--- config.mk ---
export PLATFORM = sky130hd
export DESIGN_NAME = two_operand_alu_flags
export DESIGN_NICKNAME = d
export VERILOG_FILES = /design/src/common/alu_pkg.sv /design/src/alu_flag_reg.sv /design/src/alu_compute.sv /design/src/two_operand_alu_flags.sv
export VERILOG_INCLUDE_DIRS = /design/src /design/src/common
export SDC_FILE = /design/constraint.sdc
export NUM_CORES = 1
export LEC_CHECK = 0
export BUFFER_PORTS_ARGS = -buffer_cell sky130_fd_sc_hd__buf_2
export CAP_MARGIN = 30
export CORE_ASPECT_RATIO = 2
export CORE_MARGIN = 2
export CORE_UTILIZATION = 62
export CTS_CLUSTER_SIZE = 10
export DETAILED_ROUTE_END_ITERATION = 8
export PLACE_DENSITY = 0.9
export SLEW_MARGIN = 20
export SYNTH_ARGS = -nofsm -noshare
export SYNTH_HDL_FRONTEND = slang
export SYNTH_HIERARCHICAL = 1
export SYNTH_SLANG_ARGS = --single-unit
export TNS_END_PERCENT = 50
--- constraint.sdc ---
create_clock -name i_clk -period 4.7 [get_ports i_clk]
set_clock_uncertainty 0.15 [all_clocks]
set_input_delay 0.235 -clock i_clk [delete_from_list [all_inputs] [get_ports i_clk]]
set_output_delay 0.235 -clock i_clk [all_outputs]
set_load 0.02 [all_outputs]
--- src/common/alu_defines.svh ---
`ifndef ALU_DEFINES_SVH
`define ALU_DEFINES_SVH

// Register word offsets on the plain register port
`define ALU_ADDR_SRC     3'h0
`define ALU_ADDR_DST     3'h1
`define ALU_ADDR_CMD     3'h2
`define ALU_ADDR_FLAGS   3'h3
`define ALU_ADDR_STATUS  3'h4
`define ALU_ADDR_RESULT  3'h5

// Field positions
`define ALU_CMD_OP_LSB   0
`define ALU_CMD_OP_MSB   2
`define ALU_FLAGS_MSB    3
`define ALU_STAT_BUSY    0
`define ALU_STAT_WB      1
`define ALU_STAT_BIT16   2

// Reset values
`define ALU_DATA_RST     16'h0000
`define ALU_FLAGS_RST    4'h0
`define ALU_RES_RST      17'h00000

`endif

--- src/common/alu_pkg.sv ---
package alu_pkg;

    // Operation codes as written to the command register
    typedef enum logic [2:0] {
        sum_word_op          = 3'b000,
        diff_word_op         = 3'b001,
        compare_word_op      = 3'b010,
        compare_byte_op      = 3'b011,
        inclusive_or_word_op = 3'b100,
        inclusive_or_byte_op = 3'b101
    } op_type;

    // Condition codes, negative in the top bit
    typedef struct packed {
        logic n;
        logic z;
        logic v;
        logic c;
    } flags_type;

    // One finished operation
    typedef struct packed {
        logic [16:0] value;
        flags_type   flags;
        logic        write_back;
        logic        byte_op;
    } result_type;

    typedef enum logic [1:0] {
        st_idle   = 2'b00,
        st_exec   = 2'b01,
        st_commit = 2'b10
    } state_type;

endpackage : alu_pkg

--- src/alu_flag_reg.sv ---
`include "alu_defines.svh"

module alu_flag_reg (
    input  wire logic             i_clk,      // Processor clock
    input  wire logic             i_rst_n,    // Async reset, active low
    input  wire logic             i_hw_load,  // Operation commits flags
    input  wire alu_pkg::flags_type i_hw_flags, // Flags from the operation
    input  wire logic             i_sw_load,  // Software writes flags
    input  wire alu_pkg::flags_type i_sw_flags, // Flags from software
    output alu_pkg::flags_type    o_flags     // Current condition codes
);

    // Hardware load wins over a software write in the same cycle
    always_ff @(posedge i_clk or negedge i_rst_n)
    begin
        if (!i_rst_n)
            o_flags <= `ALU_FLAGS_RST;
        else if (i_hw_load)
            o_flags <= i_hw_flags;
        else if (i_sw_load)
            o_flags <= i_sw_flags;
    end

endmodule : alu_flag_reg

--- src/alu_compute.sv ---
`include "alu_defines.svh"

module alu_compute (
    input  wire logic             i_clk,   // Processor clock
    input  wire logic             i_rst_n, // Async reset, active low
    input  wire logic             i_start, // Compute this cycle
    input  wire alu_pkg::op_type  i_op,    // Operation
    input  wire logic [15:0]      i_src,   // Source operand
    input  wire logic [15:0]      i_dst,   // Destination operand
    input  wire logic             i_carry, // Carry flag before the op
    output alu_pkg::result_type   o_res    // Registered result and flags
);

    // a + ~b + 1 with the carry inverted, so bit 16 reads as a borrow
    function automatic logic [16:0] word_diff(input logic [15:0] a,
                                              input logic [15:0] b);
        logic [16:0] sum;
        sum = {1'b0, a} + {1'b0, ~b} + 17'h00001; // RULE4
        word_diff = {~sum[16], sum[15:0]}; // RULE7
    endfunction : word_diff

    function automatic logic [8:0] byte_diff(input logic [7:0] a,
                                             input logic [7:0] b);
        logic [8:0] sum;
        sum = {1'b0, a} + {1'b0, ~b} + 9'h001;
        byte_diff = {~sum[8], sum[7:0]};
    endfunction : byte_diff

    alu_pkg::result_type next_res;

    // Operation decode and flag forming
    always_comb
    begin
        logic [16:0] r;
        r = `ALU_RES_RST;
        next_res = '0;
        next_res.flags.c = i_carry;
        case (i_op)
            alu_pkg::sum_word_op:
            begin
                r = {1'b0, i_src} + {1'b0, i_dst}; // RULE17
                next_res.flags.v = (i_src[15] == i_dst[15])
                                 && (r[15] != i_src[15]);
                next_res.flags.c = r[16];
                next_res.write_back = 1'b1;
            end
            alu_pkg::diff_word_op:
            begin
                r = word_diff(i_dst, i_src); // RULE2
                next_res.flags.v = (i_src[15] != i_dst[15])
                                 && (r[15] == i_src[15]); // RULE5
                next_res.flags.c = r[16]; // RULE6
                next_res.write_back = 1'b1;
            end
            alu_pkg::compare_word_op:
            begin
                r = word_diff(i_src, i_dst); // RULE8
                next_res.flags.v = (i_src[15] != i_dst[15])
                                 && (r[15] == i_dst[15]); // RULE10
                next_res.flags.c = r[16]; // RULE11
            end
            alu_pkg::compare_byte_op:
            begin
                r = {8'h00, byte_diff(i_src[7:0], i_dst[7:0])}; // RULE12
                next_res.flags.v = (i_src[7] != i_dst[7])
                                 && (r[7] == i_dst[7]);
                next_res.flags.c = r[8];
                next_res.byte_op = 1'b1;
            end
            alu_pkg::inclusive_or_word_op:
            begin
                r = {1'b0, i_src | i_dst}; // RULE14
                next_res.write_back = 1'b1;
            end
            alu_pkg::inclusive_or_byte_op:
            begin
                r = {9'h000, i_src[7:0] | i_dst[7:0]}; // RULE18
                next_res.write_back = 1'b1;
                next_res.byte_op = 1'b1;
            end
            default:
            begin
                r = `ALU_RES_RST;
            end
        endcase
        next_res.value = r;
        // Sign and zero from the operand width in use
        if (next_res.byte_op)
        begin
            next_res.flags.n = r[7];
            next_res.flags.z = (r[7:0] == 8'h00);
        end
        else
        begin
            next_res.flags.n = r[15]; // RULE1
            next_res.flags.z = (r[15:0] == 16'h0000); // RULE15
        end
    end

    // Result holds until the next operation
    always_ff @(posedge i_clk or negedge i_rst_n)
    begin
        if (!i_rst_n)
            o_res <= '0;
        else if (i_start)
            o_res <= next_res;
    end

endmodule : alu_compute

--- src/two_operand_alu_flags.sv ---
// Summary of operation
// RULE1: Arithmetic sets N if negative, Z if zero
// RULE2: Difference writes destination minus source back
// RULE3: Difference never alters the source operand
// RULE4: Word difference is 17 bits wide
// RULE5: Difference overflow: signs differ, result like source
// RULE6: Difference carry set when no carry out
// RULE7: Set carry means borrow for multiword subtract
// RULE8: Compare is source plus inverted destination plus one
// RULE9: Compare only updates flags, no write back
// RULE10: Compare overflow: signs differ, result like destination
// RULE11: Word compare carry from bit 16, inverted
// RULE12: Byte compare uses low bytes, 9 bits
// RULE13: Logical ops share the two operand format
// RULE14: Inclusive OR stores source OR destination
// RULE15: Inclusive OR sets N, Z from result
// RULE16: Inclusive OR clears V, keeps C
// RULE17: Sum adds, carry bit 16, overflow on sign
// RULE18: Byte OR works on low bytes only
`include "alu_defines.svh"

module two_operand_alu_flags #(
    parameter int DATA_W = 16 // Operand width
) (
    input  wire logic              i_clk,   // 200 MHz processor clock
    input  wire logic              i_rst_n, // Async reset, active low
    input  wire logic [2:0]        i_addr,  // Register word offset
    input  wire logic [DATA_W-1:0] i_wdata, // Write data
    input  wire logic              i_wr,    // Write strobe
    input  wire logic              i_rd,    // Read strobe
    output logic [DATA_W-1:0]      o_rdata, // Read data, cycle after read
    output alu_pkg::flags_type     o_flags, // Condition codes
    output logic                   o_busy,  // Operation in progress
    output logic                   o_done   // One cycle at completion
);

    alu_pkg::state_type  state;
    alu_pkg::state_type  next_state;
    alu_pkg::op_type     op_reg;
    alu_pkg::result_type res;
    logic [DATA_W-1:0]   src_reg;
    logic [DATA_W-1:0]   dst_reg;
    logic                accept;
    logic                commit;
    logic                wb_last;

    // Codes 6 and 7 are not operations; such a command is dropped
    function automatic logic op_known(input logic [2:0] code);
        op_known = (code <= 3'h5);
    endfunction : op_known

    function automatic logic is_compare(input alu_pkg::op_type op);
        is_compare = (op == alu_pkg::compare_word_op)
                   || (op == alu_pkg::compare_byte_op);
    endfunction : is_compare

    // A command is taken only when idle and known
    assign accept = (state == alu_pkg::st_idle) && i_wr
                  && (i_addr == `ALU_ADDR_CMD)
                  && op_known(i_wdata[`ALU_CMD_OP_MSB:`ALU_CMD_OP_LSB]);
    assign commit = (state == alu_pkg::st_commit);

    // Sequencer: take command, compute, commit
    always_comb
    begin
        next_state = state;
        case (state)
            alu_pkg::st_idle:
            begin
                if (accept)
                    next_state = alu_pkg::st_exec;
            end
            alu_pkg::st_exec:
            begin
                next_state = alu_pkg::st_commit;
            end
            alu_pkg::st_commit:
            begin
                next_state = alu_pkg::st_idle;
            end
            default:
            begin
                next_state = alu_pkg::st_idle;
            end
        endcase
    end

    always_ff @(posedge i_clk or negedge i_rst_n)
    begin
        if (!i_rst_n)
            state <= alu_pkg::st_idle;
        else
            state <= next_state;
    end

    // Status outputs are flops so the port never sees decode glitches
    always_ff @(posedge i_clk or negedge i_rst_n)
    begin
        if (!i_rst_n)
        begin
            o_busy <= 1'b0;
            o_done <= 1'b0;
        end
        else
        begin
            o_busy <= (next_state != alu_pkg::st_idle);
            o_done <= commit;
        end
    end

    // Operation code latched when the command is taken
    always_ff @(posedge i_clk or negedge i_rst_n)
    begin
        if (!i_rst_n)
            op_reg <= alu_pkg::sum_word_op;
        else if (accept)
            op_reg <= alu_pkg::op_type'(
                i_wdata[`ALU_CMD_OP_MSB:`ALU_CMD_OP_LSB]); // RULE13
    end

    // Source is written by software only
    always_ff @(posedge i_clk or negedge i_rst_n)
    begin
        if (!i_rst_n)
            src_reg <= `ALU_DATA_RST;
        else if (i_wr && (i_addr == `ALU_ADDR_SRC))
            src_reg <= i_wdata; // RULE3
    end

    // Destination: write back wins over a software write
    always_ff @(posedge i_clk or negedge i_rst_n)
    begin
        if (!i_rst_n)
            dst_reg <= `ALU_DATA_RST;
        else if (commit && res.write_back)
        begin
            if (res.byte_op)
                dst_reg <= {dst_reg[15:8], res.value[7:0]}; // RULE18
            else
                dst_reg <= res.value[15:0]; // RULE2
        end
        else if (i_wr && (i_addr == `ALU_ADDR_DST))
            dst_reg <= i_wdata;
    end

    // Remembers whether the last operation wrote the destination
    always_ff @(posedge i_clk or negedge i_rst_n)
    begin
        if (!i_rst_n)
            wb_last <= 1'b0;
        else if (commit)
            wb_last <= res.write_back; // RULE9
    end

    // Arithmetic and flag forming
    alu_compute u_compute (
        .i_clk   (i_clk),
        .i_rst_n (i_rst_n),
        .i_start (state == alu_pkg::st_exec),
        .i_op    (op_reg),
        .i_src   (src_reg),
        .i_dst   (dst_reg),
        .i_carry (o_flags.c), // RULE16
        .o_res   (res)
    );

    // Software may preset the flags; only inclusive OR keeps the preset carry
    alu_flag_reg u_flags (
        .i_clk      (i_clk),
        .i_rst_n    (i_rst_n),
        .i_hw_load  (commit),
        .i_hw_flags (res.flags),
        .i_sw_load  (i_wr && (i_addr == `ALU_ADDR_FLAGS)),
        .i_sw_flags (alu_pkg::flags_type'(i_wdata[`ALU_FLAGS_MSB:0])),
        .o_flags    (o_flags) // RULE7
    );

    // Read data stand one cycle after the strobe, zero otherwise
    always_ff @(posedge i_clk or negedge i_rst_n)
    begin
        if (!i_rst_n)
            o_rdata <= `ALU_DATA_RST;
        else if (!i_rd)
            o_rdata <= `ALU_DATA_RST;
        else if (i_addr == `ALU_ADDR_SRC)
            o_rdata <= src_reg;
        else if (i_addr == `ALU_ADDR_DST)
            o_rdata <= dst_reg;
        else if (i_addr == `ALU_ADDR_CMD)
            o_rdata <= {13'h0000, op_reg};
        else if (i_addr == `ALU_ADDR_FLAGS)
            o_rdata <= {12'h000, o_flags};
        else if (i_addr == `ALU_ADDR_STATUS)
            o_rdata <= {13'h0000, res.value[16], wb_last, o_busy};
        else if (i_addr == `ALU_ADDR_RESULT)
            o_rdata <= res.value[15:0];
        else
            o_rdata <= `ALU_DATA_RST;
    end

    // Sum value, carry and overflow against the operands
    a_sum_result: assert property ( // RULE17
        @(posedge i_clk) disable iff (!i_rst_n)
        (state == alu_pkg::st_exec && op_reg == alu_pkg::sum_word_op)
        |=> res.value == ({1'b0, $past(src_reg)} + {1'b0, $past(dst_reg)})
            && res.flags.c == res.value[16]
            && res.flags.v == (($past(src_reg[15]) == $past(dst_reg[15]))
                && (res.value[15] != $past(src_reg[15]))))
        else $error("sum result or flags wrong");

    // Difference is destination minus source
    a_diff_value: assert property ( // RULE4
        @(posedge i_clk) disable iff (!i_rst_n)
        (state == alu_pkg::st_exec && op_reg == alu_pkg::diff_word_op)
        |=> res.value[15:0] == 16'($past(dst_reg) - $past(src_reg))
            && res.flags.n == res.value[15])
        else $error("difference value wrong");

    // Difference overflow follows the source sign
    a_diff_overflow: assert property ( // RULE5
        @(posedge i_clk) disable iff (!i_rst_n)
        (state == alu_pkg::st_exec && op_reg == alu_pkg::diff_word_op)
        |=> res.flags.v == (($past(src_reg[15]) != $past(dst_reg[15]))
            && (res.value[15] == $past(src_reg[15]))))
        else $error("difference overflow wrong");

    // Difference carry is the borrow
    a_diff_borrow: assert property ( // RULE6
        @(posedge i_clk) disable iff (!i_rst_n)
        (state == alu_pkg::st_exec && op_reg == alu_pkg::diff_word_op)
        |=> res.flags.c == ($past(dst_reg) < $past(src_reg)))
        else $error("difference carry wrong");

    // Compare runs the other way round
    a_cmp_order: assert property ( // RULE8
        @(posedge i_clk) disable iff (!i_rst_n)
        (state == alu_pkg::st_exec && op_reg == alu_pkg::compare_word_op)
        |=> res.value[15:0] == 16'($past(src_reg) - $past(dst_reg))
            && res.flags.c == ($past(src_reg) < $past(dst_reg)))
        else $error("compare order or carry wrong");

    // Compare overflow follows the destination sign
    a_cmp_overflow: assert property ( // RULE10
        @(posedge i_clk) disable iff (!i_rst_n)
        (state == alu_pkg::st_exec && op_reg == alu_pkg::compare_word_op)
        |=> res.flags.v == (($past(src_reg[15]) != $past(dst_reg[15]))
            && (res.value[15] == $past(dst_reg[15]))))
        else $error("compare overflow wrong");

    // Byte compare value and flags from the nine bit difference
    a_byte_cmp: assert property ( // RULE12
        @(posedge i_clk) disable iff (!i_rst_n)
        (state == alu_pkg::st_exec && op_reg == alu_pkg::compare_byte_op)
        |=> res.value[8:0] == 9'({1'b0, $past(src_reg[7:0])}
                - {1'b0, $past(dst_reg[7:0])})
            && res.flags.c == res.value[8] && res.flags.n == res.value[7]
            && res.flags.z == (res.value[7:0] == 8'h00))
        else $error("byte compare flags wrong");

    // Byte compare overflow uses the byte signs
    a_byte_cmp_ovf: assert property ( // RULE12
        @(posedge i_clk) disable iff (!i_rst_n)
        (state == alu_pkg::st_exec && op_reg == alu_pkg::compare_byte_op)
        |=> res.flags.v == (($past(src_reg[7]) != $past(dst_reg[7]))
            && (res.value[7] == $past(dst_reg[7]))))
        else $error("byte compare overflow wrong");

    // Compare leaves the destination alone
    a_cmp_no_write: assert property ( // RULE9
        @(posedge i_clk) disable iff (!i_rst_n)
        (commit && is_compare(op_reg)
            && !(i_wr && i_addr == `ALU_ADDR_DST))
        |=> $stable(dst_reg) && !wb_last)
        else $error("compare changed destination");

    // Source only moves on a software write
    a_src_kept: assert property ( // RULE3
        @(posedge i_clk) disable iff (!i_rst_n)
        !(i_wr && i_addr == `ALU_ADDR_SRC) |=> $stable(src_reg))
        else $error("source changed");

    // Inclusive OR value, cleared overflow, kept carry
    a_or_word: assert property ( // RULE16
        @(posedge i_clk) disable iff (!i_rst_n)
        (state == alu_pkg::st_exec
            && op_reg == alu_pkg::inclusive_or_word_op)
        |=> res.value[15:0] == ($past(src_reg) | $past(dst_reg))
            && !res.flags.v && res.flags.c == $past(o_flags.c))
        else $error("inclusive or result wrong");

    // Byte OR: low bytes only, byte flags, carry kept
    a_or_byte: assert property ( // RULE18
        @(posedge i_clk) disable iff (!i_rst_n)
        (state == alu_pkg::st_exec
            && op_reg == alu_pkg::inclusive_or_byte_op)
        |=> res.value[7:0] == ($past(src_reg[7:0]) | $past(dst_reg[7:0]))
            && res.flags.n == res.value[7] && !res.flags.v
            && res.flags.z == (res.value[7:0] == 8'h00)
            && res.flags.c == $past(o_flags.c))
        else $error("byte inclusive or result wrong");

    // Word write back replaces the whole destination
    a_word_wb: assert property ( // RULE2
        @(posedge i_clk) disable iff (!i_rst_n)
        (commit && res.write_back && !res.byte_op)
        |=> dst_reg == $past(res.value[15:0]))
        else $error("word write back wrong");

    // Byte write back keeps the high destination byte
    a_byte_wb: assert property ( // RULE18
        @(posedge i_clk) disable iff (!i_rst_n)
        (commit && res.write_back && res.byte_op)
        |=> dst_reg[15:8] == $past(dst_reg[15:8])
            && dst_reg[7:0] == $past(res.value[7:0]))
        else $error("byte write back wrong");

    // Arithmetic sign and zero flags for every word operation
    a_sign_zero: assert property ( // RULE1
        @(posedge i_clk) disable iff (!i_rst_n)
        (state == alu_pkg::st_exec
            && op_reg != alu_pkg::compare_byte_op
            && op_reg != alu_pkg::inclusive_or_byte_op)
        |=> res.flags.n == res.value[15]
            && res.flags.z == (res.value[15:0] == 16'h0000))
        else $error("sign or zero flag wrong");

    // Every commit, compare included, updates the condition codes
    a_flag_commit: assert property ( // RULE9
        @(posedge i_clk) disable iff (!i_rst_n)
        commit |=> o_flags == $past(res.flags))
        else $error("flags not taken at commit");

    // Read data are zero outside the answer cycle
    a_rdata_idle: assert property (
        @(posedge i_clk) disable iff (!i_rst_n)
        !i_rd |=> o_rdata == `ALU_DATA_RST)
        else $error("read data not zero when idle");

    // Flags and write back land three cycles after the command
    a_cmd_timing: assert property ( // RULE13
        @(posedge i_clk) disable iff (!i_rst_n)
        accept |=> o_busy ##1 o_busy ##1 (!o_busy && o_done
            && o_flags == $past(res.flags)))
        else $error("command timing wrong");

endmodule : two_operand_alu_flags

Word-level counts from Yosys, hierarchy flattened
Index checks and enable logic that the tools add are counted.

Register bits: 83. Bits in latches: 0. RAM bits: 0. Bits in read-only memories: 0. Input bits: 23. Output and inout port bits: 22. Logic and storage cells: 97. Memories kept: 0.

Add/subtract/negate cells: 7. $mul: 0. Div/mod/pow operators: 0. $lt $le $gt $ge: 1. Equality and inequality tests: 20. Shift-type cells: 0. Muxes and demuxes: 19. Bitwise logic cells: 8. Reductions and logical operators: 22.

Operators by type and width (count): 16-bit 2-to-1 mux (10); 17-bit case mux with 6 select lines (1); 16-bit by 16-bit adder with 17-bit output (3); 17-bit by 1-bit adder with 17-bit output, second input constant (2); 16-bit inverter (2); 16-bit zero test (1); 16-bit bitwise OR (1); 3-bit by 2-bit == test with 1-bit output, second input constant (4); 3-bit == test, second input constant (4); 1-bit logical AND (11); 8-bit by 8-bit adder with 9-bit output (1); 9-bit by 1-bit adder with 9-bit output, second input constant (1); 8-bit zero test (1); 4-bit 2-to-1 mux (2); 8-bit inverter (1); 8-bit bitwise OR (1); 2-bit case mux with 4 select lines (1); 3-bit by 1-bit == test with 1-bit output, second input constant (2); 3-bit zero test (2); 2-bit nonzero test (3); 1-bit == test (4); 2-bit 2-to-1 mux (2); 2-bit case mux with 2 select lines (1); 4-bit OR reduction (1); other kinds (10) (15).

Longest topological paths before layout
Gate-level depths: netlist of run 1.

Depth in word-level cells: 8. Depth in mapped cells: 13. Mapped depth without buffers: 13.

Modules after synthesis
Netlist of run 1, hierarchy kept.

By module, submodules not included: alu_compute (instances 1, cells an instance 541, area an instance 4236.6 um^2, sequential area each 575.6 um^2); two_operand_alu_flags (instances 1, cells an instance 227, area an instance 2572.5 um^2, sequential area each 1401.3 um^2); alu_flag_reg (instances 1, cells an instance 17, area an instance 186.4 um^2, sequential area each 100.1 um^2).

Worst setup path before layout of run 1
No wires, ideal clock.

Path kind: flip-flop to flip-flop. From: register src_reg[0]. To: register u_compute/o_res[4] (netlist name). Data arrival time: 3.035 ns. Required time: 4.474 ns. Setup slack: 1.438 ns. Stages on the path, launching flop included: 14. Clock period less this slack: 3.262 ns. Path through: dfrtp_1 > inv_1 > ha_1 > inv_1 > fa_1 > nand2b_4 > a2111o_1 > and4_4 > o32ai_2 > o211ai_1 > or4_4 > a2111oi_4 > nand4_1 > o21ai_1.

Word-level cells in the longest chain between the ends: 6. Elaborated cells between the ends (all ways): 15. Classes of those cells: add/sub (7); mux (2); bitwise (4); reduce/logical (2).

RTL lines: start, declared (RTL line two_operand_alu_flags.sv:41) `logic [DATA_W-1:0] src_reg;`; start signal, assigned (RTL line two_operand_alu_flags.sv:125) `` src_reg <= `ALU_DATA_RST; ``; start signal, assigned (RTL line two_operand_alu_flags.sv:127) `src_reg <= i_wdata;`; 16-bit inverter / 8-bit by 8-bit adder with 9-bit output (equally long branches) (RTL line alu_compute.sv:18, alu_compute.sv:25); 16-bit by 16-bit adder with 17-bit output / 9-bit by 1-bit adder with 9-bit output (equally long branches) (RTL line alu_compute.sv:18, alu_compute.sv:25); 17-bit by 1-bit adder with 17-bit output / 1-bit inverter (equally long branches) (RTL line alu_compute.sv:18, alu_compute.sv:26); 17-bit case mux with 6 select lines (*) (RTL line alu_compute.sv:38) `case (i_op)`; 16-bit zero test / 8-bit zero test (equally long branches) (RTL line alu_compute.sv:96, alu_compute.sv:91); 2-bit 2-to-1 mux (*) (RTL line alu_compute.sv:88) `if (next_res.byte_op)`; end signal, assigned (RTL line alu_compute.sv:106) `o_res <= next_res;`; end, declared (RTL line alu_compute.sv:11) `output alu_pkg::result_type o_res`.

Mark *: on every way between the ends. The rest lies on a longest branch, timed or not. A chain may end at the register's enable or synchronous reset.

Final worst setup path of run 1
From: register src_reg[2]. To: register u_compute/o_res[4] (netlist name).

The elaborated chain is that of the path after synthesis.

==> impl_metrics.env, run 1 <==
export IMPL_status="finished, final reports clean"
export IMPL_fin_crit_sh_pct=84.05
export IMPL_hold_violations=0
export IMPL_grt_total_usage_pct=41.79
export IMPL_path_clk_slew_ps=70
export IMPL_fin_crit_ps=3950
export IMPL_drt_iter0_drc=739
export IMPL_synth_nets=878
export IMPL_synth_seq_area_share_pct=29.69
export IMPL_start_util_pct=63.91
export IMPL_max_cap_violations=0
export IMPL_grtUsageMet1_pct=40.62
export IMPL_fin_util_pct=69.91
export IMPL_yosys_warnings=6
export IMPL_holdCritPathClass="input pin to flop"
export IMPL_yosys_area_top_type="dfrtp_1"
export IMPL_worst_ir_drop_vdd_v=0.0004202
export IMPL_crit_fanout=12
export IMPL_endpoint_kind="flop"
export IMPL_cts_buffers=9
export IMPL_ant_nets=0
export IMPL_die_x_microns=79.11
export IMPL_relSlewSlack_pct=46.65
export IMPL_reg2reg_to="u_compute/o_res[4]"
export IMPL_finalWirelength_microns=24750
export IMPL_root_buffer="clkbuf_16"
export IMPL_syn_inst=785
export IMPL_vias=6703
export IMPL_netlist_area_sq_mm=0.006995
export IMPL_tightest_slew_ps=797.3
export IMPL_wl_per_cell_microns=25.89
export IMPL_worstReg2RegStart="src_reg[2]"
export IMPL_critPathLaunchType="flop"
export IMPL_place_congestion=1.012
export IMPL_reg2regPathDepth=11
export IMPL_cts_tree="yes"
export IMPL_setup_viol=0
export IMPL_synth_distinct_cells=82
export IMPL_setup_ws_ps=749.9
export IMPL_synth_area_leaders="dfrtp_1 30%, ha_1 12%, mux2_2 5.2%, inv_1 3.6%, nor2_1 3.5%"
export IMPL_power_mw=4.736
export IMPL_antenna_cells=0
export IMPL_num_nets_final=904
export IMPL_cp_startpoint="src_reg[2]"
export IMPL_avgViaCountPerCell=7.012
export IMPL_synth_top_area_share_pct=29.69
export IMPL_p_leak_nw=3.506
export IMPL_drive_above_1_share_pct=16.05
export IMPL_drc_errors=0
export IMPL_fp_dieArea_sq_mm=0.01220
export IMPL_rsz0062_at_grt="no"
export IMPL_rows=54
export IMPL_synth_edf_count=0
export IMPL_port_buffers=44
export IMPL_reg2reg_slack_ps=750
export IMPL_grt_pass1_wl_microns=38410
export IMPL_async_flop_share_pct=100.0
export IMPL_post_place_ws_ps=993.1
export IMPL_grt_busiest_layer="met2"
export IMPL_crit_slowest_cell="or4_4"
export IMPL_dr_pass1_iters=7
export IMPL_setup_tns_ps=0
export IMPL_crit_type="flop to flop"
export IMPL_crit_chain="inv_1 -> ha_1 -> nand2b_4 -> a2111o_1 -> and4_4 -> o32ai_2 -> o211ai_1 -> or4_4 -> a2111oi_4 -> nand4_1 -> o21ai_1"
export IMPL_power_density_mw_per_mm2=618.9
export IMPL_yosys_register_bits=83
export IMPL_ios=45
export IMPL_grt_pass1_vias=6956
export IMPL_clkLatencyLatePin_ps=350
export IMPL_cts_resized=0
export IMPL_endpoint="u_compute/o_res[4]"
export IMPL_arrival_ps=4060
export IMPL_required_ps=4810
export IMPL_hold_slack_ps=1.230
export IMPL_cts_max_path_buffers=2
export IMPL_h_tree_depth=3
export IMPL_maxSlewViolCount=0
export IMPL_core_area_sq_mm=0.01095
export IMPL_syn_area_per_cell_sq_um=8.911
export IMPL_max_freq_mhz=253.2
export IMPL_hpwl_microns=17900
export IMPL_max_stage_delay_ps=600
export IMPL_die_height_microns=154.2
export IMPL_area_growth_pct=9.390
export IMPL_grt_overflow_total=0
export IMPL_met2_usage_pct=70.54
export IMPL_largest_register_ffs=23
export IMPL_grt_max_degree=84
export IMPL_ys_flop_type="dfrtp_1"
export IMPL_clkSinkCount=83
export IMPL_regMostFlops="u_compute/o_res"
export IMPL_met3_usage_pct=9.802
export IMPL_antenna_found_initial=0
## repair_timing
action	in CTS	in global routing
hold buffers	6	0
setup buffers	0	0
endpoints found under the hold margin	88	0
## worst max-delay path, delay by kind of cell (launching register included)
| kind | cells | cell delay (ps) |
|---|---|---|
| AOI/OAI and AO/OA | 5 | 1510 |
| and+or+nand+nor | 4 | 1190 |
| adders and majority gates | 1 | 460 |
| DFF | 1 | 440 |
| buffers and inverters | 1 | 110 |
## synthesized netlist by cell type, drive strengths merged (3+ instances only)
master   instances
a32oi            9
or4              3
nor4             9
a211o            4
xnor2           13
inv             70
nand2           29
nand3            8
a31oi            8
and3             3
nand2b          13
a311oi           6
o21bai           5
a21oi           48
o211a            3
o2bb2ai         14
buf             23
or3             11
o22ai            6
fa               3
mux4             3
a211oi           8
nor3            41
o221ai           4
nor2            65
o32ai            5
mux2            35
o21a             9
or2              5
a21o            11
ha              67
o21ai           40
o31a             6
o31ai            8
a2111oi          4
dfrtp           83
nor2b           13
mux2i           17
a31o             3
clkbuf          23
o211ai           9
a221oi           4
## per-layer routing
| metal | routed length (microns) | share of wire (%) | vias to the layer above |
|---|---|---|---|
| met3 | 1702 | 6.9 | 201 |
| met5 | 0 | 0 | - |
| met4 | 2939 | 12 | 0 |
| met2 | 12370 | 50 | 442 |
| li1 | - | - | 2899 |
| met1 | 7739 | 31 | 3161 |
## cell type report
type | instances | area [sq um]
fillers | 801 | 3293
multi-input cells | 585 | 4447
flip-flops and latches | 83 | 2077
clock inverters | 7 | 85.08
clock buffers | 9 | 225.2
inverters | 71 | 266.5
well taps | 140 | 175.2
repair buffers | 61 | 376.6
## kinds of logic after synthesis
| logic type | after synthesis | share of synthesized area, % |
|---|---|---|
| buffers and inverters | 117 | 6.993 |
| DFF | 83 | 29.69 |
| AOI/OAI and AO/OA | 229 | 23.34 |
| adders and majority gates | 70 | 12.84 |
| xor gates and xnor gates | 14 | 1.753 |
| muxes | 55 | 9.193 |
| and+or+nand+nor | 217 | 16.19 |
## stage by stage
step	std cells	area (sq um)
floorplan	785	6995
global placement	933	7263
detailed placement	934	7278
CTS	956	7649
global route	956	7652
finish	956	7652
## worst min-delay path by stage
stage	from	endpoint	slack (ps)	cells past startpoint
after floorplan	i_rst_n	dst_reg[0]	-210	0
after global placement	i_rst_n	src_reg[13]	300	1
after detailed placement	i_rst_n	src_reg[13]	320	1
after CTS	i_wdata[7]	src_reg[7]	1	2
after global routing	i_wdata[10]	src_reg[10]	4	2
final	i_wdata[10]	src_reg[10]	1	2
## placed cells by master, fill, tap and decap left out, types with 10 or more instances in the layout
cell,n
buf_2,43
xnor2_1,13
o21ai_0,35
ha_1,67
mux2i_1,17
nand2b_1,12
buf_4,10
nor3_1,40
nand2_1,29
a21oi_1,48
nor2b_1,12
dfrtp_1,83
mux2_2,32
nor2_1,65
or3_1,11
a21o_1,11
inv_1,68
o2bb2ai_1,14
## power breakdown
group	total (mW)	switching [mW]	internal (mW)
logic	2.79	1.75	1.04
clock network	0.737	0.315	0.422
registers	1.21	0.296	0.914
total	4.74	2.36	2.38
(Power assumes the default switching activity.)
==> run 2, diff against run 1 <==
Settings changed: ABC_AREA set to 1, CORE_UTILIZATION 62 to 57, PLACE_DENSITY 0.9 to 0.87.
Clock period 4.7 ns to 3.3 ns, I/O delays scaled along.
==> run 2 against run 1 <==
  * Register-to-register slack worse by 540 ps
  * Fmax is 28% higher
  * Sequential share of layout area is 2.3 points lower
  * Total power is 27% higher
  * Flip-flop and latch count stayed put
  * Critical path depth is 7 higher
  * First-iteration DRC count is 5.7% higher
  * Combinational power is 16% higher
  * Count of clock-buffer cells in the layout is 1 higher
  * Setup slack worse by 540 ps
  * Wire length is 5.5% higher
  * Critical path type unchanged
  * Highest routed layer unchanged
==> impl_metrics.env, run 2 <==
export IMPL_ios=45
export IMPL_die_height_microns=166.8
export IMPL_setup_viol=0
export IMPL_max_stage_delay_ps=470
export IMPL_root_buffer="clkbuf_16"
export IMPL_clkSinkCount=83
export IMPL_synth_seq_area_share_pct=27.50
export IMPL_rsz0062_at_grt="no"
export IMPL_vias=8130
export IMPL_grt_pass1_vias=8109
export IMPL_avgViaCountPerCell=5.904
export IMPL_reg2reg_to="u_compute/o_res[4]"
export IMPL_yosys_register_bits=83
export IMPL_ys_flop_type="dfrtp_1"
export IMPL_cts_buffers=9
export IMPL_path_clk_slew_ps=60
export IMPL_cts_max_path_buffers=2
export IMPL_max_freq_mhz=323.3
export IMPL_ys_top_cells_by_count="397 x nand2_1, 170 x inv_1, 131 x nand3_1"
export IMPL_drive_above_1_share_pct=9.633
export IMPL_status="finished, final reports clean"
export IMPL_antenna_found_initial=0
export IMPL_reg2reg_slack_ps=210
export IMPL_dp_cells=1343
export IMPL_yosys_warnings=6
export IMPL_grt_max_degree=61
export IMPL_place_congestion=1.049
export IMPL_drc_errors=0
export IMPL_cts_tree="yes"
export IMPL_whs_endpoint="o_rdata[15]"
export IMPL_holdCritPathClass="input pin to flop"
export IMPL_hold_violations=0
export IMPL_maxSlewViolCount=0
export IMPL_reg2regPathDepth=18
export IMPL_layoutNonFillerInstCount=1377
export IMPL_start_util_pct=58.13
export IMPL_fp_dieArea_sq_mm=0.01424
export IMPL_hold_slack_ps=58.63
export IMPL_crit_slowest_cell="dfrtp_1"
export IMPL_final_common_cell="nand2_1"
export IMPL_worst_ir_drop_vdd_v=0.0006042
export IMPL_relSlewSlack_pct=42.25
export IMPL_largest_register_ffs=23
export IMPL_yosys_area_top_type="dfrtp_1"
export IMPL_arrival_ps=3220
export IMPL_synth_nets=1267
export IMPL_syn_area_per_cell_sq_um=6.433
export IMPL_crit_fanout=11
export IMPL_num_nets_final=1313
export IMPL_tightest_slew_ps=858.3
export IMPL_hpwl_microns=19980
export IMPL_antenna_cells=0
export IMPL_endpoint_kind="flop"
export IMPL_setup_tns_ps=0
export IMPL_ant_nets=0
export IMPL_port_buffers=44
export IMPL_dr_pass1_iters=8
export IMPL_drt_iter0_drc=781
export IMPL_critPathLaunchType="flop"
export IMPL_fin_crit_ps=3093
export IMPL_die_x_microns=85.39
export IMPL_crit_chain="inv_1 -> ha_2 -> inv_1 -> nand2_1 -> inv_2 -> nand2_1 -> inv_1 -> a21oi_1 -> nand3_1 -> nand3_1 -> nand2_1 -> nor2_2 -> nand2_1 -> nor2_1 -> nand2_1 -> nand2_1 -> nand2_1 -> nand2_1"
export IMPL_regMostFlops="u_compute/o_res"
export IMPL_synth_top_area_share_pct=27.50
export IMPL_fin_util_pct=64.41
export IMPL_hold_depth=3
export IMPL_clkLatencyLatePin_ps=340
export IMPL_area_growth_pct=10.80
export IMPL_synth_most_common_cell="nand2_1"
export IMPL_syn_inst=1174
export IMPL_grt_overflow_total=0
export IMPL_synth_distinct_cells=47
export IMPL_synth_edf_count=0
export IMPL_crit_type="flop to flop"
export IMPL_worstReg2RegStart="dst_reg[11]"
export IMPL_fin_crit_sh_pct=93.73
export IMPL_layout_common_cells="397 x nand2_1, 170 x inv_1, 131 x nand3_1"
export IMPL_max_cap_violations=0
export IMPL_power_density_mw_per_mm2=717.2
export IMPL_wl_per_cell_microns=18.96
export IMPL_async_flop_share_pct=100.0
export IMPL_required_ps=3430
export IMPL_hp_start="i_rd"
export IMPL_grt_pass1_wl_microns=41190
export IMPL_h_tree_depth=3
export IMPL_synth_area_leaders="dfrtp_1 28%, nand2_1 20%, ha_1 11%, nand3_1 8.7%, inv_1 8.4%"
export IMPL_fill_cells=1123
export IMPL_netlist_area_sq_mm=0.007552
export IMPL_core_area_sq_mm=0.01299
export IMPL_cts_setup_buffers=0
export IMPL_finalWirelength_microns=26110
export IMPL_p_leak_nw=4.681
export IMPL_rows=59
export IMPL_grt_total_usage_pct=37.21
export IMPL_crit_top_cell="nand2_1"
-- run 2: changes by cell type in the layout (fill, tap and decap cells not counted), sizes merged, moves of 13 or more --
cell	delta
nor2b	-13
o21ai	+23
nand2b	-13
nand2	+380
xnor2	-13
mux2	-35
mux2i	-17
nor3	-29
nand3	+128
nand4	+22
o2bb2ai	-14
inv	+105
-- run 2: through the flow --
step                      power, mW  instance area, sq um  setup WS [ps]
final                         6.001                  8368          207.0
after global routing          6.404                  8368          5.088
after detailed placement      4.681                  7829          220.0
after CTS                     5.889                  8351          207.5
after floorplan               3.731                  7552          988.1
after global placement        4.645                  7801          269.3
-- run 2: layer usage --
metal	wire length [microns]	track usage [%]	vias up
met5	0	0	-
met1	8786	39.52	3677
met4	2307	29.33	0
li1	-	-	3809
met3	1880	4.509	142
met2	13130	64.50	502
-- run 2: report_power, final --
| part | switching [mW] | total [mW] | internal [mW] |
|---|---|---|---|
| registers | 0.310 | 1.58 | 1.27 |
| logic | 2.24 | 3.25 | 1.01 |
| clock network | 0.414 | 1.18 | 0.761 |
| total | 2.96 | 6.00 | 3.04 |
-- run 2: layout make-up --
class	count	area (sq um)	share of cell area [%]
multi-input cells	873	4557	54.46
repair buffers	74	518.0	6.190
inverters	179	674.4	8.059
clock buffers	10	239.0	2.856
flip-flops and latches	83	2077	24.82
well taps	152	190.2	2.273
clock inverters	6	112.6	1.346
-- run 2: repair_timing --
action | 4_1_cts | 5_1_grt
endpoints found under the hold margin | 100 | 0
endpoints found under the setup margin | 0 | 2
hold buffers | 17 | 0
gates resized for setup | 0 | 1
-- run 2: logic make-up after synthesis --
logic type               share of synthesized area, %
flip-flops                                      27.50
AND/OR/NAND/NOR                                 38.29
XOR/XNOR                                       0.2320
adder cells (fa/ha/maj)                         11.90
buffers and inverters                           12.19
AO/OA/AOI/OAI                                   9.891
-- run 2: worst max path at each step --
stage / end / cells past startpoint / start
2_1_floorplan: u_compute/o_res[4] / 16 / src_reg[0]
3_3_place_gp: u_compute/o_res[5] / 12 / dst_reg[10]
3_5_place_dp: u_compute/o_res[5] / 14 / dst_reg[11]
4_1_cts: u_compute/o_res[5] / 14 / dst_reg[11]
5_1_grt: u_compute/o_res[4] / 18 / dst_reg[10]
6_report: u_compute/o_res[4] / 18 / dst_reg[11]
-- run 2: critical path: cells and delay by family, from the launching register on --
family	cells	cell delay, ps
and+or+nand+nor	12	1190
DFF	1	470
buffers and inverters	4	390
AOI/OAI and AO/OA	1	340
adders and majority gates	1	470
==> run 3, diff against run 2 <==
Settings changed: CORE_MARGIN 2 to 5, MAX_ROUTING_LAYER set to met4.
==> run 3 against run 2 <==
  * Final area about the same
  * Highest routed layer unchanged
  * Non-clock buffer count increased by 2
  * Via count increased by 1.8%
  * Critical endpoint is now u_compute/o_res[5]
  * Wire length decreased by 0.42%
  * Die area increased by 11%
  * Critical path depth decreased by 6
  * Largest cell class unchanged
  * Flip-flop and latch count unchanged
  * Largest power group unchanged
  * Sequential share of layout area about the same
  * Utilization about the same
  * Worst hold slack got worse by 2.0 ps
==> impl_metrics.env, run 3 (synthesis results as in run 2) <==
export IMPL_max_freq_mhz=328.1
export IMPL_path_clk_slew_ps=70
export IMPL_tightest_slew_ps=825.8
export IMPL_die_x_microns=91.39
export IMPL_clkSinkCount=83
export IMPL_fin_crit_sh_pct=92.36
export IMPL_avgViaCountPerCell=6.000
export IMPL_die_height_microns=172.8
export IMPL_place_congestion=1.142
export IMPL_relSlewSlack_pct=44.81
export IMPL_core_area_sq_mm=0.01299
export IMPL_drt_iter0_drc=862
export IMPL_rows=59
export IMPL_rsz0062_at_grt="no"
export IMPL_start_util_pct=58.13
export IMPL_setup_ws_ps=252.1
export IMPL_crit_fanout=11
export IMPL_grt_pass1_wl_microns=40580
export IMPL_grt_pass1_vias=7877
export IMPL_fp_dieArea_sq_mm=0.01579
export IMPL_hold_violations=0
export IMPL_cts_setup_buffers=0
export IMPL_required_ps=3370
export IMPL_wl_per_cell_microns=18.85
export IMPL_critPathLaunchType="flop"
export IMPL_maxSlewViolCount=0
export IMPL_cts_max_path_buffers=2
export IMPL_endpoint_kind="flop"
export IMPL_ant_nets=0
export IMPL_area_growth_pct=10.72
export IMPL_power_density_mw_per_mm2=717.2
export IMPL_max_cap_violations=0
export IMPL_layout_common_cells="397 x nand2_1, 170 x inv_1, 131 x nand3_1"
export IMPL_cts_buffers=9
export IMPL_h_tree_depth=3
export IMPL_dr_pass1_iters=6
export IMPL_setup_tns_ps=0
export IMPL_cts_resized=0
export IMPL_largest_register_ffs=23
export IMPL_regMostFlops="u_compute/o_res"
export IMPL_port_buffers=44
export IMPL_hpwl_microns=19620
export IMPL_clkLatencyLatePin_ps=340
export IMPL_num_nets_final=1315
export IMPL_finalWirelength_microns=26000
export IMPL_vias=8274
export IMPL_post_place_ws_ps=321.0
export IMPL_grt_overflow_total=0
export IMPL_fin_crit_ps=3048
export IMPL_holdCritPathClass="input pin to flop"
export IMPL_cts_tree="yes"
export IMPL_hold_buffers=17
export IMPL_worst_ir_drop_vdd_v=0.0005524
export IMPL_antenna_cells=0
export IMPL_grt_max_degree=44
export IMPL_drc_errors=0
export IMPL_root_buffer="clkbuf_16"
export IMPL_drive_above_1_share_pct=9.617
export IMPL_status="finished, final reports clean"
export IMPL_final_common_cell="nand2_1"
export IMPL_arrival_ps=3120
export IMPL_setup_viol=0
export IMPL_ios=45
export IMPL_grt_total_usage_pct=33.05
export IMPL_p_leak_nw=4.681
export IMPL_fill_cells=1099
export IMPL_antenna_found_initial=0
export IMPL_crit_type="flop to flop"
-- run 3: metal layers --
layer	GRT usage (%)	part of all wire, %	vias up
met5	-	0	-
met4	23.87	8.9	0
met3	3.391	7.7	170
met2	54.52	50	555
met1	36.21	34	3739
li1	-	-	3810
-- run 3: worst paths after layout --
kind	start	to	slack, ps	cells past startpoint
max	src_reg[11]	u_compute/o_res[5]	250	12
min	i_rd	o_rdata[7]	60	3
max reg2reg	src_reg[11]	u_compute/o_res[5]	250	12
min reg2reg	u_compute/o_res[3]	u_compute/o_res[3]	330	2
max in group asynchronous	i_rst_n	u_flags/o_flags[0]	2020	3
min in group asynchronous	i_rst_n	o_rdata[4]	210	2
-- run 3: stage by stage --
stage                     utilization [%]  power (mW)  hold slack (ps)  cells  cell area [sq um]
after floorplan                         -       3.731           -280.6   1174               7552
after global placement              60.22       4.637            40.54   1345               7824
after detailed placement            60.22       4.677            42.79   1345               7824
after CTS                           64.15       5.876            57.11   1378               8334
after global routing                64.36       6.367            79.66   1379               8362
final                               64.36       5.997            56.67   1379               8362
-- run 3: area by class of cell --
cell class                      instances  area, sq um  area share, %
Timing Repair Buffer                   76        525.5          6.285
Inverter                              179        674.4          8.065
Multi-Input combinational cell        873         4554          54.47
Clock buffer                           10        229.0          2.738
Clock inverter                          6        111.4          1.332
Sequential cell                        83         2077          24.84
Tap cell                              152        190.2          2.274
-- run 3: worst max-delay path, cell delays in order, from the launching register on --
cell	delay, ps
dfrtp_1	460
inv_1	100
ha_1	530
nand2_1	230
nor2_1	310
a21oi_1	220
nand2_2	120
nand2_1	50
nand3_1	70
nand2_1	70
nor2_2	220
a21boi_0	270
o21ai_0	120
-- run 3: power breakdown --
group / internal, mW / leakage, nW / total (mW) / switching (mW)
registers: 1.27 / 1.06 / 1.56 / 0.289
clock network: 0.741 / 0.163 / 1.16 / 0.423
logic: 1.01 / 3.45 / 3.28 / 2.27
total: 3.02 / 4.68 / 6.00 / 2.98
